--- src/tms_pkg.sv ---
package tms_pkg;
  // Matrix geometry and key capacity
  localparam int NUM_X = 8;
  localparam int NUM_Y = 6;
  localparam int NUM_KEYS = 48;
  localparam int CAP_SMALL = 32;
  localparam int CAP_LARGE = 48;
  localparam int DEF_Y_LINES = 4;
  localparam logic [5:0] LAST_KEY = 6'h2F;
  // Register byte offsets
  localparam logic [11:0] ADDR_CTRL = 12'h000;
  localparam logic [11:0] ADDR_STATUS = 12'h004;
  localparam logic [11:0] ADDR_THRESH = 12'h008;
  localparam logic [11:0] ADDR_KEYS_LO = 12'h00C;
  localparam logic [11:0] ADDR_KEYS_HI = 12'h010;
  localparam logic [11:0] ADDR_ERROR = 12'h014;
  localparam logic [3:0] PAGE_SETUP = 4'h1;
  localparam logic [3:0] PAGE_RESULT = 4'h2;
  // Field positions
  localparam int CTRL_RUN_BIT = 0;
  localparam int ST_CNT_LSB = 0;
  localparam int ST_KEY_LSB = 8;
  localparam int ST_ALERT_BIT = 16;
  localparam int ST_SCAN_LSB = 24;
  localparam int ERR_CAP_BIT = 0;
  localparam int ERR_CONV_BIT = 1;
  // Bus responses
  localparam logic [1:0] RESP_OKAY = 2'h0;
  localparam logic [1:0] RESP_SLVERR = 2'h2;
  localparam logic [1:0] RESP_DECERR = 2'h3;
  // Timing: acquisition pulse period at a 40 ns clock
  localparam int CLK_PERIOD_NS = 40;
  localparam int PULSE_PERIOD_NS = 1000;
  localparam int PULSE_CYC = PULSE_PERIOD_NS / CLK_PERIOD_NS;
  localparam logic [11:0] CONV_MAX = 12'hFFF;
  // Reset values
  localparam logic [3:0] DEF_DETECT = 4'h2;
  localparam logic [7:0] DEF_BURST = 8'h40;
  localparam logic [11:0] DEF_THRESH = 12'h100;
  // Per-key setup word and per-key result word
  typedef struct packed {
    logic [3:0] detect;
    logic [7:0] burst;
  } tms_setting_t;
  typedef struct packed {
    logic [3:0] integ;
    logic [11:0] signal;
  } tms_result_t;
  // Sequencer and engine states
  typedef enum logic [2:0] {
    ST_IDLE = 3'b000,
    ST_FIND = 3'b001,
    ST_LOAD = 3'b010,
    ST_START = 3'b011,
    ST_BURST = 3'b100
  } tms_state_t;
  typedef enum logic [1:0] {
    EN_IDLE = 2'b00,
    EN_HI = 2'b01,
    EN_LO = 2'b10,
    EN_RAMP = 2'b11
  } tms_eng_t;
endpackage

--- src/tms_scan_seq.sv ---
`timescale 1ns/10ps
module tms_scan_seq #(
  parameter int KEY_CAP = tms_pkg::CAP_LARGE
) (
  input wire logic aclk,
  input wire logic aresetn,
  input wire logic [11:0] s_axi_awaddr,
  input wire logic s_axi_awvalid,
  output logic s_axi_awready,
  input wire logic [31:0] s_axi_wdata,
  input wire logic [3:0] s_axi_wstrb,
  input wire logic s_axi_wvalid,
  output logic s_axi_wready,
  output logic [1:0] s_axi_bresp,
  output logic s_axi_bvalid,
  input wire logic s_axi_bready,
  input wire logic [11:0] s_axi_araddr,
  input wire logic s_axi_arvalid,
  output logic s_axi_arready,
  output logic [31:0] s_axi_rdata,
  output logic [1:0] s_axi_rresp,
  output logic s_axi_rvalid,
  input wire logic s_axi_rready,
  input wire logic cmp_in,
  output logic [7:0] x_drive_reg,
  output logic [5:0] y_sel_reg,
  output logic ramp_en_reg,
  output logic alert_reg
);
  // Keys enabled out of reset
  localparam int DEF_KEYS = (KEY_CAP == tms_pkg::CAP_SMALL) ?
    tms_pkg::DEF_Y_LINES * tms_pkg::NUM_X : tms_pkg::NUM_KEYS;
  localparam logic [6:0] CAP7 = 7'(KEY_CAP);

  // Bus channel state
  logic aw_hold_reg, w_hold_reg, ar_hold_reg, rd_wait_reg;
  logic [11:0] awaddr_reg, araddr_reg;
  logic [31:0] wdata_reg;
  logic [3:0] wstrb_reg;
  // Control and status
  logic run_reg;
  logic [11:0] thresh_reg;
  logic [1:0] err_reg;
  logic [47:0] en_reg;        // Per-key enable, mirrors detect != 0
  logic [47:0] key_state_reg; // Per-key touch state
  logic [7:0] scan_count_reg;
  // Sequencer
  tms_pkg::tms_state_t seq_state;
  logic [5:0] key_reg;
  logic [5:0] next_key;
  logic any_en;
  logic [6:0] en_count;
  logic en_pick_reg;
  tms_pkg::tms_setting_t set_rd, set_cur_reg;
  tms_pkg::tms_result_t res_rd, res_new;
  logic [3:0] integ_reg;
  // Pins and pacing
  logic cmp_meta_reg, cmp_sync_reg;
  logic [4:0] div_reg;
  logic pulse_tick;
  // Engine handshake
  logic eng_start_reg, eng_drive, eng_ramp, eng_done, eng_tmo;
  logic [11:0] eng_value;
  // Decode of the write and read in progress, and of result updates
  logic wr_do, wr_setup, wr_refuse, setup_ok;
  logic [5:0] wr_key, rd_key;
  tms_pkg::tms_setting_t wr_set;
  logic status_rd, res_wr, key_chg;
  logic [5:0] res_rd_addr;

  assign wr_do = aw_hold_reg && w_hold_reg && !s_axi_bvalid;
  assign wr_key = awaddr_reg[7:2];
  assign wr_set = tms_pkg::tms_setting_t'(wdata_reg[11:0]);
  assign wr_setup = awaddr_reg[11:8] == tms_pkg::PAGE_SETUP &&
                    wr_key <= tms_pkg::LAST_KEY;
  // Enabling one more key at full capacity is refused
  assign wr_refuse = wr_setup && wr_set.detect != 4'h0 &&
                     !en_reg[wr_key] && en_count >= CAP7;
  assign setup_ok = wr_do && wr_setup && !wr_refuse;
  assign rd_key = araddr_reg[7:2];

  // Write address channel
  always_ff @(posedge aclk) begin
    if (!aresetn) begin
      s_axi_awready <= 1'b0;
      aw_hold_reg <= 1'b0;
      awaddr_reg <= 12'h000;
    end else begin
      s_axi_awready <= s_axi_awvalid && !s_axi_awready && !aw_hold_reg;
      if (s_axi_awvalid && s_axi_awready) begin
        aw_hold_reg <= 1'b1;
        awaddr_reg <= s_axi_awaddr;
      end else if (wr_do) begin
        aw_hold_reg <= 1'b0;
      end
    end
  end

  // Write data channel
  always_ff @(posedge aclk) begin
    if (!aresetn) begin
      s_axi_wready <= 1'b0;
      w_hold_reg <= 1'b0;
      wdata_reg <= 32'h0000_0000;
      wstrb_reg <= 4'h0;
    end else begin
      s_axi_wready <= s_axi_wvalid && !s_axi_wready && !w_hold_reg;
      if (s_axi_wvalid && s_axi_wready) begin
        w_hold_reg <= 1'b1;
        wdata_reg <= s_axi_wdata;
        wstrb_reg <= s_axi_wstrb;
      end else if (wr_do) begin
        w_hold_reg <= 1'b0;
      end
    end
  end

  // Write response: one answer per write
  always_ff @(posedge aclk) begin
    if (!aresetn) begin
      s_axi_bvalid <= 1'b0;
      s_axi_bresp <= tms_pkg::RESP_OKAY;
    end else if (wr_do) begin
      s_axi_bvalid <= 1'b1;
      if (wr_refuse) begin
        s_axi_bresp <= tms_pkg::RESP_SLVERR;
      end else if (wr_setup || awaddr_reg == tms_pkg::ADDR_CTRL ||
                   awaddr_reg == tms_pkg::ADDR_THRESH ||
                   awaddr_reg == tms_pkg::ADDR_ERROR) begin
        s_axi_bresp <= tms_pkg::RESP_OKAY;
      end else begin
        s_axi_bresp <= tms_pkg::RESP_DECERR;
      end
    end else if (s_axi_bready) begin
      s_axi_bvalid <= 1'b0;
    end
  end

  // Software-written control
  always_ff @(posedge aclk) begin
    if (!aresetn) begin
      run_reg <= 1'b0;
      thresh_reg <= tms_pkg::DEF_THRESH;
    end else if (wr_do) begin
      if (awaddr_reg == tms_pkg::ADDR_CTRL && wstrb_reg[0]) begin
        run_reg <= wdata_reg[tms_pkg::CTRL_RUN_BIT];
      end
      if (awaddr_reg == tms_pkg::ADDR_THRESH) begin
        if (wstrb_reg[0]) begin
          thresh_reg[7:0] <= wdata_reg[7:0];
        end
        if (wstrb_reg[1]) begin
          thresh_reg[11:8] <= wdata_reg[11:8];
        end
      end
    end
  end

  // Key enables follow the detect count written to each key
  always_ff @(posedge aclk) begin
    if (!aresetn) begin
      for (int i = 0; i < tms_pkg::NUM_KEYS; i++) begin
        en_reg[i] <= (i < DEF_KEYS);
      end
    end else if (setup_ok) begin
      en_reg[wr_key] <= wr_set.detect != 4'h0;
    end
  end

  // Count of enabled keys
  always_comb begin
    en_count = 7'h00;
    for (int i = 0; i < tms_pkg::NUM_KEYS; i++) begin
      en_count = en_count + {6'h00, en_reg[i]};
    end
  end

  // Next enabled key after the current one, wrapping past the last
  always_comb begin
    int idx;
    idx = 0;
    next_key = key_reg;
    any_en = 1'b0;
    for (int off = tms_pkg::NUM_KEYS; off >= 1; off--) begin
      idx = int'(key_reg) + off;
      if (idx >= tms_pkg::NUM_KEYS) begin
        idx = idx - tms_pkg::NUM_KEYS;
      end
      if (en_reg[idx]) begin
        next_key = 6'(idx);
        any_en = 1'b1;
      end
    end
  end

  // Error flags: hardware set wins over write-one-to-clear
  always_ff @(posedge aclk) begin
    if (!aresetn) begin
      err_reg <= 2'h0;
    end else begin
      for (int b = 0; b < 2; b++) begin
        if ((b == tms_pkg::ERR_CAP_BIT && wr_do && wr_refuse) ||
            (b == tms_pkg::ERR_CONV_BIT && eng_done && eng_tmo)) begin
          err_reg[b] <= 1'b1;
        end else if (wr_do && awaddr_reg == tms_pkg::ADDR_ERROR &&
                     wstrb_reg[0] && wdata_reg[b]) begin
          err_reg[b] <= 1'b0;
        end
      end
    end
  end

  // Comparator pin synchroniser
  always_ff @(posedge aclk) begin
    if (!aresetn) begin
      cmp_meta_reg <= 1'b0;
      cmp_sync_reg <= 1'b0;
    end else begin
      cmp_meta_reg <= cmp_in;
      cmp_sync_reg <= cmp_meta_reg;
    end
  end

  // Acquisition pulse pacing
  assign pulse_tick = div_reg == 5'(tms_pkg::PULSE_CYC - 1);
  always_ff @(posedge aclk) begin
    if (!aresetn || pulse_tick) begin
      div_reg <= 5'h00;
    end else begin
      div_reg <= div_reg + 5'h01;
    end
  end

  // Per-key setups: written by the bus, read by the sequencer
  tms_key_mem #(
    .W(12),
    .DEF_WORD({tms_pkg::DEF_DETECT, tms_pkg::DEF_BURST}),
    .DEF_COUNT(DEF_KEYS)
  ) u_setup (
    .aclk(aclk),
    .aresetn(aresetn),
    .wr_en(setup_ok),
    .wr_addr(wr_key),
    .wr_data(wdata_reg[11:0]),
    .rd_addr(key_reg),
    .rd_data(set_rd)
  );

  // Per-key results: written by the sequencer, shared read port
  assign res_rd_addr = (seq_state == tms_pkg::ST_LOAD) ? key_reg : rd_key;
  tms_key_mem #(
    .W(16),
    .DEF_WORD(16'h0000),
    .DEF_COUNT(0)
  ) u_result (
    .aclk(aclk),
    .aresetn(aresetn),
    .wr_en(res_wr),
    .wr_addr(key_reg),
    .wr_data(res_new),
    .rd_addr(res_rd_addr),
    .rd_data(res_rd)
  );

  // Burst and conversion of the current key
  tms_burst_engine u_eng (
    .aclk(aclk),
    .aresetn(aresetn),
    .start(eng_start_reg),
    .burst_len(set_cur_reg.burst),
    .pulse_tick(pulse_tick),
    .cmp_sync(cmp_sync_reg),
    .drive_reg(eng_drive),
    .ramp_reg(eng_ramp),
    .done_reg(eng_done),
    .value_reg(eng_value),
    .timeout_reg(eng_tmo)
  );

  // Processing: low signal counts as a touch sample, integrated
  assign res_wr = seq_state == tms_pkg::ST_BURST && eng_done;
  always_comb begin
    res_new.signal = eng_value;
    res_new.integ = 4'h0;
    if (!eng_tmo && eng_value < thresh_reg) begin
      res_new.integ = (integ_reg < set_cur_reg.detect) ?
        integ_reg + 4'h1 : integ_reg;
    end
  end
  assign key_chg = res_wr &&
    key_state_reg[key_reg] != (res_new.integ >= set_cur_reg.detect);

  // Scan sequencer
  always_ff @(posedge aclk) begin
    if (!aresetn) begin
      seq_state <= tms_pkg::ST_IDLE;
      key_reg <= tms_pkg::LAST_KEY;
      set_cur_reg <= '0;
      integ_reg <= 4'h0;
      eng_start_reg <= 1'b0;
      scan_count_reg <= 8'h00;
      en_pick_reg <= 1'b0;
    end else begin
      eng_start_reg <= 1'b0;
      unique case (seq_state)
        // Parked at the last key so the first pick is the lowest enabled key
        tms_pkg::ST_IDLE: begin
          key_reg <= tms_pkg::LAST_KEY;
          if (run_reg) begin
            seq_state <= tms_pkg::ST_FIND;
          end
        end
        tms_pkg::ST_FIND: begin
          if (!run_reg) begin
            seq_state <= tms_pkg::ST_IDLE;
          end else if (any_en) begin
            key_reg <= next_key;
            en_pick_reg <= en_reg[next_key];
            if (next_key <= key_reg) begin
              scan_count_reg <= scan_count_reg + 8'h01;
            end
            seq_state <= tms_pkg::ST_LOAD;
          end
        end
        // Memories read the current key this cycle
        tms_pkg::ST_LOAD: begin
          seq_state <= tms_pkg::ST_START;
        end
        tms_pkg::ST_START: begin
          set_cur_reg <= set_rd;
          integ_reg <= res_rd.integ;
          eng_start_reg <= 1'b1;
          seq_state <= tms_pkg::ST_BURST;
        end
        // Wait for the whole burst and conversion to finish
        tms_pkg::ST_BURST: begin
          if (eng_done) begin
            seq_state <= tms_pkg::ST_FIND;
          end
        end
      endcase
    end
  end

  // Touch states and alert; a status read clears alert, set wins
  always_ff @(posedge aclk) begin
    if (!aresetn) begin
      key_state_reg <= 48'h0;
      alert_reg <= 1'b0;
    end else begin
      if (res_wr) begin
        key_state_reg[key_reg] <= res_new.integ >= set_cur_reg.detect;
      end
      if (key_chg) begin
        alert_reg <= 1'b1;
      end else if (status_rd) begin
        alert_reg <= 1'b0;
      end
    end
  end

  // Matrix pins: drive line and receive line of the current key
  always_ff @(posedge aclk) begin
    if (!aresetn) begin
      x_drive_reg <= 8'h00;
      y_sel_reg <= 6'h00;
      ramp_en_reg <= 1'b0;
    end else begin
      x_drive_reg <= eng_drive ? 8'h01 << key_reg[2:0] : 8'h00;
      y_sel_reg <= (seq_state == tms_pkg::ST_BURST) ?
        6'h01 << key_reg[5:3] : 6'h00;
      ramp_en_reg <= eng_ramp;
    end
  end

  // Read address channel and two-cycle read
  assign status_rd = rd_wait_reg && araddr_reg == tms_pkg::ADDR_STATUS;
  always_ff @(posedge aclk) begin
    if (!aresetn) begin
      s_axi_arready <= 1'b0;
      ar_hold_reg <= 1'b0;
      araddr_reg <= 12'h000;
      rd_wait_reg <= 1'b0;
    end else begin
      s_axi_arready <= s_axi_arvalid && !s_axi_arready && !ar_hold_reg;
      if (s_axi_arvalid && s_axi_arready) begin
        ar_hold_reg <= 1'b1;
        araddr_reg <= s_axi_araddr;
      end else if (rd_wait_reg) begin
        ar_hold_reg <= 1'b0;
      end
      rd_wait_reg <= ar_hold_reg && !rd_wait_reg && !s_axi_rvalid &&
                     seq_state != tms_pkg::ST_LOAD;
    end
  end

  // Read data: result words and status
  always_ff @(posedge aclk) begin
    if (!aresetn) begin
      s_axi_rvalid <= 1'b0;
      s_axi_rdata <= 32'h0000_0000;
      s_axi_rresp <= tms_pkg::RESP_OKAY;
    end else if (rd_wait_reg) begin
      s_axi_rvalid <= 1'b1;
      s_axi_rresp <= tms_pkg::RESP_OKAY;
      s_axi_rdata <= 32'h0000_0000;
      if (araddr_reg[11:8] == tms_pkg::PAGE_RESULT &&
          rd_key <= tms_pkg::LAST_KEY) begin
        s_axi_rdata[15:0] <= res_rd;
      end else if (araddr_reg[11:8] == tms_pkg::PAGE_SETUP &&
                   rd_key <= tms_pkg::LAST_KEY) begin
        s_axi_rdata[0] <= en_reg[rd_key];
      end else begin
        unique case (araddr_reg)
          tms_pkg::ADDR_CTRL:
            s_axi_rdata[tms_pkg::CTRL_RUN_BIT] <= run_reg;
          tms_pkg::ADDR_STATUS: begin
            s_axi_rdata[tms_pkg::ST_CNT_LSB +: 7] <= en_count;
            s_axi_rdata[tms_pkg::ST_KEY_LSB +: 6] <= key_reg;
            s_axi_rdata[tms_pkg::ST_ALERT_BIT] <= alert_reg;
            s_axi_rdata[tms_pkg::ST_SCAN_LSB +: 8] <= scan_count_reg;
          end
          tms_pkg::ADDR_THRESH: s_axi_rdata[11:0] <= thresh_reg;
          tms_pkg::ADDR_KEYS_LO: s_axi_rdata <= key_state_reg[31:0];
          tms_pkg::ADDR_KEYS_HI: s_axi_rdata[15:0] <= key_state_reg[47:32];
          tms_pkg::ADDR_ERROR: s_axi_rdata[1:0] <= err_reg;
          default: s_axi_rresp <= tms_pkg::RESP_DECERR;
        endcase
      end
    end else if (s_axi_rready) begin
      s_axi_rvalid <= 1'b0;
    end
  end
endmodule

--- src/tms_key_mem.sv ---
`timescale 1ns/10ps
// Per-key word store, registered read, reset to a default set
module tms_key_mem #(
  parameter int W = 12,
  parameter logic [W-1:0] DEF_WORD = '0,
  parameter int DEF_COUNT = 0
) (
  input wire logic aclk,
  input wire logic aresetn,
  input wire logic wr_en,
  input wire logic [5:0] wr_addr,
  input wire logic [W-1:0] wr_data,
  input wire logic [5:0] rd_addr,
  output logic [W-1:0] rd_data
);
  logic [W-1:0] mem_reg [tms_pkg::NUM_KEYS];

  // One entry per key, each with its own reset value
  for (genvar i = 0; i < tms_pkg::NUM_KEYS; i++) begin : g_ent
    always_ff @(posedge aclk) begin
      if (!aresetn) begin
        mem_reg[i] <= (i < DEF_COUNT) ? DEF_WORD : '0;
      end else if (wr_en && wr_addr == 6'(i)) begin
        mem_reg[i] <= wr_data;
      end
    end
  end

  // Registered read; out-of-range index reads zero
  always_ff @(posedge aclk) begin
    if (!aresetn) begin
      rd_data <= '0;
    end else if (rd_addr <= tms_pkg::LAST_KEY) begin
      rd_data <= mem_reg[rd_addr];
    end else begin
      rd_data <= '0;
    end
  end
endmodule

--- src/tms_burst_engine.sv ---
`timescale 1ns/10ps
// One key: burst of drive pulses, then single-slope conversion
module tms_burst_engine (
  input wire logic aclk,
  input wire logic aresetn,
  input wire logic start,
  input wire logic [7:0] burst_len,
  input wire logic pulse_tick,
  input wire logic cmp_sync,
  output logic drive_reg,
  output logic ramp_reg,
  output logic done_reg,
  output logic [11:0] value_reg,
  output logic timeout_reg
);
  tms_pkg::tms_eng_t st_reg;
  logic [8:0] pulse_cnt_reg;

  // Pulse and ramp sequencing
  always_ff @(posedge aclk) begin
    if (!aresetn) begin
      st_reg <= tms_pkg::EN_IDLE;
      pulse_cnt_reg <= 9'h000;
      drive_reg <= 1'b0;
      ramp_reg <= 1'b0;
      done_reg <= 1'b0;
      value_reg <= 12'h000;
      timeout_reg <= 1'b0;
    end else begin
      done_reg <= 1'b0;
      unique case (st_reg)
        tms_pkg::EN_IDLE: begin
          if (start) begin
            pulse_cnt_reg <= 9'h000;
            st_reg <= tms_pkg::EN_HI;
          end
        end
        // Rising edge of a drive pulse on the next tick
        tms_pkg::EN_HI: begin
          if (pulse_tick) begin
            drive_reg <= 1'b1;
            pulse_cnt_reg <= pulse_cnt_reg + 9'h001;
            st_reg <= tms_pkg::EN_LO;
          end
        end
        // Falling edge; burst ends after burst_len pulses (min one)
        tms_pkg::EN_LO: begin
          if (pulse_tick) begin
            drive_reg <= 1'b0;
            if (pulse_cnt_reg >= {1'b0, burst_len}) begin
              value_reg <= 12'h000;
              ramp_reg <= 1'b1;
              st_reg <= tms_pkg::EN_RAMP;
            end else begin
              st_reg <= tms_pkg::EN_HI;
            end
          end
        end
        // Count until the comparator trips or the count saturates
        tms_pkg::EN_RAMP: begin
          if (cmp_sync || value_reg == tms_pkg::CONV_MAX) begin
            ramp_reg <= 1'b0;
            done_reg <= 1'b1;
            timeout_reg <= !cmp_sync;
            st_reg <= tms_pkg::EN_IDLE;
          end else begin
            value_reg <= value_reg + 12'h001;
          end
        end
      endcase
    end
  end
endmodule

--- config.mk ---
export PLATFORM = sky130hd
export DESIGN_NAME = tms_scan_seq
export DESIGN_NICKNAME = d
export VERILOG_FILES = /design/src/tms_pkg.sv /design/src/tms_scan_seq.sv /design/src/tms_key_mem.sv /design/src/tms_burst_engine.sv
export SDC_FILE = /design/constraint.sdc
export NUM_CORES = 2
export LEC_CHECK = 0
export ABC_AREA = 1
export BUFFER_PORTS_ARGS = -buffer_cell sky130_fd_sc_hd__buf_4
export CORE_MARGIN = 5
export CORE_UTILIZATION = 40
export CTS_BUF_LIST = sky130_fd_sc_hd__clkbuf_2
export CTS_CLUSTER_SIZE = 28
export DETAILED_ROUTE_END_ITERATION = 10
export PLACE_DENSITY = 0.57
export SLEW_MARGIN = 20
export SYNTH_ARGS = -nofsm -noshare
export SYNTH_HDL_FRONTEND = slang
export SYNTH_SLANG_ARGS = --single-unit
--- constraint.sdc ---
create_clock -name aclk -period 9.9 [get_ports aclk]
set_input_delay 0.495 -clock aclk [delete_from_list [all_inputs] [get_ports aclk]]
set_output_delay 0.495 -clock aclk [all_outputs]
set_load 0.05 [all_outputs]
---- Word level (Yosys, flattened, before mapping) ----
Memory sizes are Yosys's and may differ from the RTL's. A register that Yosys moved wholly into a read port is not among the register bits.
Cells that the tools add are included.
cells by class
  magnitude comparators ................... 111
  equality and inequality tests ........... 126
  add/subtract/negate cells ............... 148
  reductions and logical operators ........ 189
  bitwise logic cells ..................... 96
  shifts and indexed selects .............. 2
  multiplexer cells ....................... 752
operator list
  kind                                                                            count
  32-bit by 8-bit less-than comparator with 1-bit output (second input constant)  48
  32-bit two-way mux                                                              48
  16-bit two-way mux                                                              50
  12-bit two-way mux                                                              51
  1-bit two-way mux                                                               461
  7-bit by 6-bit subtractor with 8-bit output (second input constant)             48
  7-bit by 6-bit >= comparator with 1-bit output (second input constant)          49
  1-bit binary-select mux with 6-bit select                                       51
  6-bit two-way mux                                                               51
  7-bit by 1-bit adder with 7-bit output                                          41
  6-bit by 5-bit == test with 1-bit output (second input constant)                32
  6-bit == test (second input constant)                                           32
  1-bit logical AND                                                               131
  6-bit by 6-bit adder with 7-bit output (second input constant)                  17
  6-bit by 5-bit adder with 7-bit output (second input constant)                  16
  48-bit bitwise mux                                                              2
  6-bit by 4-bit == test with 1-bit output (second input constant)                16
  1-bit bitwise OR                                                                96
  6-bit by 4-bit adder with 7-bit output (second input constant)                  8
  6-bit by 3-bit == test with 1-bit output (second input constant)                8
  12-bit by 4-bit == test with 1-bit output (second input constant)               3
  12-bit by 5-bit == test with 1-bit output (second input constant)               3
  31-bit two-way mux                                                              1
  6-bit by 3-bit adder with 7-bit output (second input constant)                  4
  72 further kinds                                                                157
word-level totals
  logic and storage cells ................. 1470
  memory bits (writable) .................. 1344
  bits in registers ....................... 278
  memories ................................ 2
  output and inout port bits .............. 57
memory list
  memory            words  bits a word  rd ports  clocked after memory_dff  write ports  line               source
  u_result.mem_reg  48     16           1         1                         48           tms_key_mem.sv:16  logic [W-1:0] mem_reg [tms_pkg::NUM_KEYS];
  u_setup.mem_reg   48     12           1         1                         48           tms_key_mem.sv:16

---- Logic depth before layout (Yosys ltp) ----
  depth in word-level cells ............... 57
  depth in mapped cells ................... 114
  depth with buffers taken out ............ 108

---- Hierarchy ----
From an unflattened synthesis, not the netlist that was laid out.
second synthesis, totals
  cell total of the unflattened synthesis .. 10947
  area total of the unflattened synthesis .. 88992.9 µm²
modules (own cells, without submodules)
  module                  cells an instance  area an instance (µm²)  instances
  tms_key_mem (u_result)  3987               37131.9                 1
  tms_key_mem (u_setup)   3045               27493.9                 1
  tms_scan_seq            3656               22638.0                 1
  tms_burst_engine        259                1729.2                  1

---- Worst setup path before layout ----
Ideal clock, no wire load.
  path type ............................... register -> register
  start point ............................. register key_reg[0]
  end point ............................... register scan_count_reg[7]
  stages on the path, launching flop included .. 112
  clock period less this slack ............ 9205 ps
  data arrival time ....................... 9135 ps
  setup time .............................. 70 ps
  path slack .............................. 695 ps
  path buffers ............................ 8
  required time ........................... 9830 ps
  cell sequence ........................... dfxtp_1 inv_2 buf_2 buf_2 buf_1 clkbuf_1 clkbuf_1 clkbuf_1 buf_1 ha_1 buf_2 inv_1 nand2_1 nand2_1 xor2_1 inv_1 ha_1 a211oi_1 (+76 left out) nand2_1 nand2_1 nand2_1 nand2_1 nand2_1 nand2_1 ha_1 a21oi_1 o221ai_1 o21ai_0 nand2_1 nor3_1 nand2_1 nor2_1 inv_1 nor2_1 o21ai_0 a21oi_1
on the way
  cells in the longest elaborated chain, start to end .. 56
ends and longest elaborated chain
  what                                                                                                           line                                      source
  start: declaration                                                                                             tms_scan_seq.sv:49                        logic [5:0] key_reg;
  start signal: assignment                                                                                       tms_scan_seq.sv:297                       key_reg <= tms_pkg::LAST_KEY;
  start signal: assignment                                                                                       tms_scan_seq.sv:308                       key_reg <= tms_pkg::LAST_KEY;
  start signal: assignment                                                                                       tms_scan_seq.sv:317                       key_reg <= next_key;
  6-bit by 6-bit adder with 7-bit output                                                                         tms_scan_seq.sv:185                       idx = int'(key_reg) + off;
  7-bit by 6-bit subtractor with 8-bit output or 7-bit by 6-bit >= comparator with 1-bit output (tied branches)  tms_scan_seq.sv:187, tms_scan_seq.sv:186
  32-bit two-way mux                                                                                             tms_scan_seq.sv:186                       if (idx >= tms_pkg::NUM_KEYS) begin
  1-bit binary-select mux with 6-bit select                                                                      tms_scan_seq.sv:189                       if (en_reg[idx]) begin
  1-bit two-way mux (implied by the code) (2 in a row)                                                           tms_scan_seq.sv:189
  6-bit two-way mux (48 in a row)                                                                                tms_scan_seq.sv:189
  6-bit <= comparator                                                                                            tms_scan_seq.sv:319                       if (next_key <= key_reg) begin
  4-bit AND reduction (no source line) (*)                                                                       -
  end signal: assignment                                                                                         tms_scan_seq.sv:320                       scan_count_reg <= scan_count_reg + 8'h01;
  end: declaration                                                                                               tms_scan_seq.sv:46                        logic [7:0] scan_count_reg;
Every way passes the cells marked *; elsewhere a longest branch is shown, timed or not. The select of a mux whose other input is x is not followed.
A chain may end at the register's enable or synchronous reset.

==> results.md <==
* Cell area after synthesis at 83000 um2
* Synthesized area per cell at 8.93 um2
* Full die area at 217000 um2
* Hold Path Sink: wstrb_reg[1]
* Syn_nets at 9518
* Tightest Hold Check Type: primary input to flip-flop
* Final Wtd Congestion at 1.02
* Hold depth at 5
* Via-to-Cell Ratio at 5.75
* Final Max Tran Viols at 0
* Worst setup SP type: flip-flop
* DRC Markers at 0
* Finished Cell Area at 94100 um2
* Floorplan row count at 167
* Library cells used by synthesis at 71
* Largest register FFs at 768
* Clock skew at 0.287 ns
* Hpwl dp at 203000 um
* Synth warn at 0
* Port buffer count at 102
* Max-slew headroom at 17.6%
* Routed wire length at 311000 um
* Vias in the first global route at 70700
* Clk_lat worst skew at 1.91 ns
* Post-DP Area at 88500 um2
* Outcome: complete, no violations
* P_leak at 34.6 nW
* Asr flop ratio synth at 0%
* Largest net degree at the start of global routing at 182
* CTS tree: built
* Crit Path Max Fanout at 24
* VDD IR max at 0.120 mV
* Core area at 207000 um2
* DRT antenna net count at 0
* Synth top area cells: edfxtp_1 49%, nor2_1 11%, dfxtp_1 7.4%
* Nets at 10100
* Sink Count at 1649
* Unrepaired setup endpoints after global routing: false
* Slowest Stage Delay on Critical Path at 0.65 ns
* Total GRT Usage at 27.7%
* Number of synthesized register bits at 1649
* Starting density of the core at 40.2%
* Peak Freq at 107 MHz
* Final period util at 94.7%
* CTS Buffer Depth at 4
* Worst Setup Path Type: flip-flop to flip-flop
* Final setup violating endpoints at 0
* Slew @ Worst Pin at 1.24 ns
* Syn Inst Count at 9291
* Grt total ovfl at 0
* Initial DRC count at 8416
* # IOs at 125
* Chip height at 465 um
* Critical Path End Type: flip-flop
* PD cells at 142 nW/um2
* Area grow syn2layout at 13.4%
* Final TNS setup at 0 ns
* Yosys top cell by area: edfxtp_1
* Vias at 73900
* Worst r2r src: en_reg[35]
* R2R depth at 29
* Min Clock Period, post-route at 9.38 ns
* Synth top area share at 48.6%
* Reg2reg setup slack at 0.52 ns
* Worst Path Required at 11.38 ns
* Drt first pass iters at 9
* First-pass GRT wire length at 454000 um
* Die Span X at 465 um
* Clock-pin slew on the worst setup and hold paths at 0.11 ns
* Root Driver: clkbuf_2
* Register area share after synthesis at 56.0%
* Worst reg2reg endpoint: u_setup.mem_reg[33][1]
* Reported max-cap violation count at 0
* WP data arrival at 10.85 ns
* CTS Buf Count at 435
* H-tree Lvls at 5
* Min-delay src: s_axi_wstrb[1]
* Top FF cell, synth: edfxtp_1
* Final Hold Fails at 0
* Layout Utilization at 45.5%
* CP max stage cell: xor2_1
* Post-synth EDFFs at 1344
* Wire per inst at 24.2 um
* Initial antenna violation count at 6
* Fraction of layout cells with a size suffix above 1 at 13.8%
[cell type report]
cell class	instances	area, um2
well taps	2704	3380
fillers	20100	113000
clock buffers	671	3360
clock inverters	82	408
repair buffers	743	6120
multi-input cells	6366	32000
inverters	628	2390
flip-flops and latches	1649	46500
diodes	9	22.5
[how the worst max path moves through the flow]
stage / to / startpoint
after global routing: scan_count_reg[7] / key_reg[0]
after detailed placement: scan_count_reg[6] / key_reg[0]
after global placement: scan_count_reg[7] / key_reg[0]
final: u_setup.mem_reg[33][1] / en_reg[35]
after CTS: scan_count_reg[6] / key_reg[0]
after floorplan: scan_count_reg[7] / key_reg[0]
[metal layers]
metal  GRT usage [%]  vias to the layer above  routed length [um]
met5               0                        -                   0
met4            13.2                        0               16100
met3            5.80                      750               28800
met2            44.5                     3818              144000
met1            35.8                    35800              122000
li1                -                    33500                   -
[cell usage after synthesis, types with 8 or more instances]
| library cell | count |
|---|---|
| o211ai_1 | 101 |
| ha_1 | 120 |
| o311ai_0 | 10 |
| xor2_1 | 63 |
| mux2i_1 | 12 |
| nor4_1 | 18 |
| dfxtp_1 | 305 |
| o21ai_0 | 1106 |
| inv_2 | 11 |
| a211oi_1 | 18 |
| buf_1 | 42 |
| clkbuf_1 | 581 |
| nand2_1 | 974 |
| fa_1 | 39 |
| o21ai_1 | 22 |
| nand3_1 | 417 |
| nor3_1 | 101 |
| o21a_1 | 24 |
| nand4_1 | 15 |
| o22ai_1 | 146 |
| buf_2 | 20 |
| inv_1 | 546 |
| nor2_1 | 2326 |
| o221ai_1 | 249 |
| edfxtp_1 | 1344 |
| a22oi_1 | 8 |
| a21oi_1 | 433 |
| a31oi_1 | 26 |
| a221oi_1 | 14 |
| or2_2 | 9 |
| xnor2_1 | 14 |
| clkinv_1 | 71 |
[cells in the final DEF, fill, tap and decap left out, drive strengths merged, types with 5 or more instances in the layout]
master / netlist / routed
mux2i: 12 / 12
o211ai: 103 / 103
nor3: 101 / 101
clkbuf: 581 / 671
o21a: 24 / 24
a2111oi: 7 / 7
dfxtp: 305 / 305
a32oi: 7 / 7
nor2: 2328 / 2328
inv: 557 / 557
o311a: 5 / 5
nand4: 15 / 15
a311oi: 5 / 5
xor2: 68 / 68
ha: 120 / 120
nand2: 974 / 974
o22ai: 146 / 146
o2111ai: 6 / 6
or2: 11 / 11
xnor2: 15 / 15
nand3: 418 / 418
a22oi: 8 / 8
a31oi: 26 / 26
a221oi: 14 / 14
diode: 0 / 9
o21ai: 1131 / 1131
o221ai: 249 / 249
dlygate4sd3: 0 / 162
fa: 39 / 39
a211oi: 18 / 18
clkinv: 71 / 146
edfxtp: 1344 / 1344
buf: 67 / 581
o311ai: 10 / 10
a21oi: 434 / 434
o31ai: 6 / 6
a211o: 7 / 7
nor4: 18 / 18
[metrics by stage]
step	setup slack [ns]	std cells	hold slack, ns	power (mW)
finish	0.524	12900	0.246	13.4
global route	0.00760	12900	0.0932	13.9
CTS	0.440	12800	0.0384	13.5
detailed placement	0.578	11900	0.403	8.76
global placement	0.466	11900	0.403	8.74
floorplan	0.695	9291	0.390	8.37
[critical path, delay by kind of cell, from the launching register on]
kind | cells | cell delay [ns]
flops | 1 | 0.53
fa+ha+maj | 9 | 3.98
compound gates | 2 | 0.26
buf+inv | 10 | 1.51
simple gates | 7 | 2.03
xor+xnor | 1 | 0.65
[cells by family after synthesis]
logic type | share of synthesized area [%]
adders and majority gates | 2.75
and+or+nand+nor | 18.5
AOI/OAI and AO/OA | 15.8
buffers and inverters | 5.83
DFF | 56.0
xor gates and xnor gates | 0.944
muxes | 0.199
[power by group]
group	total, mW	internal [mW]	switching (mW)
Clock	4.73	1.85	2.88
Combinational	0.917	0.246	0.671
Sequential	7.75	7.68	0.0717
Total	13.4	9.78	3.63
[timing repair]
| item | 4_1_cts | 5_1_grt |
|---|---|---|
| endpoints found under the setup margin | 0 | 11 |
| buffers inserted | 0 | 6 |
| gates resized for setup | 0 | 27 |
| endpoints found under the hold margin | 1712 | 0 |
| hold buffers | 163 | 0 |
Power figures use the tool's default switching activity.
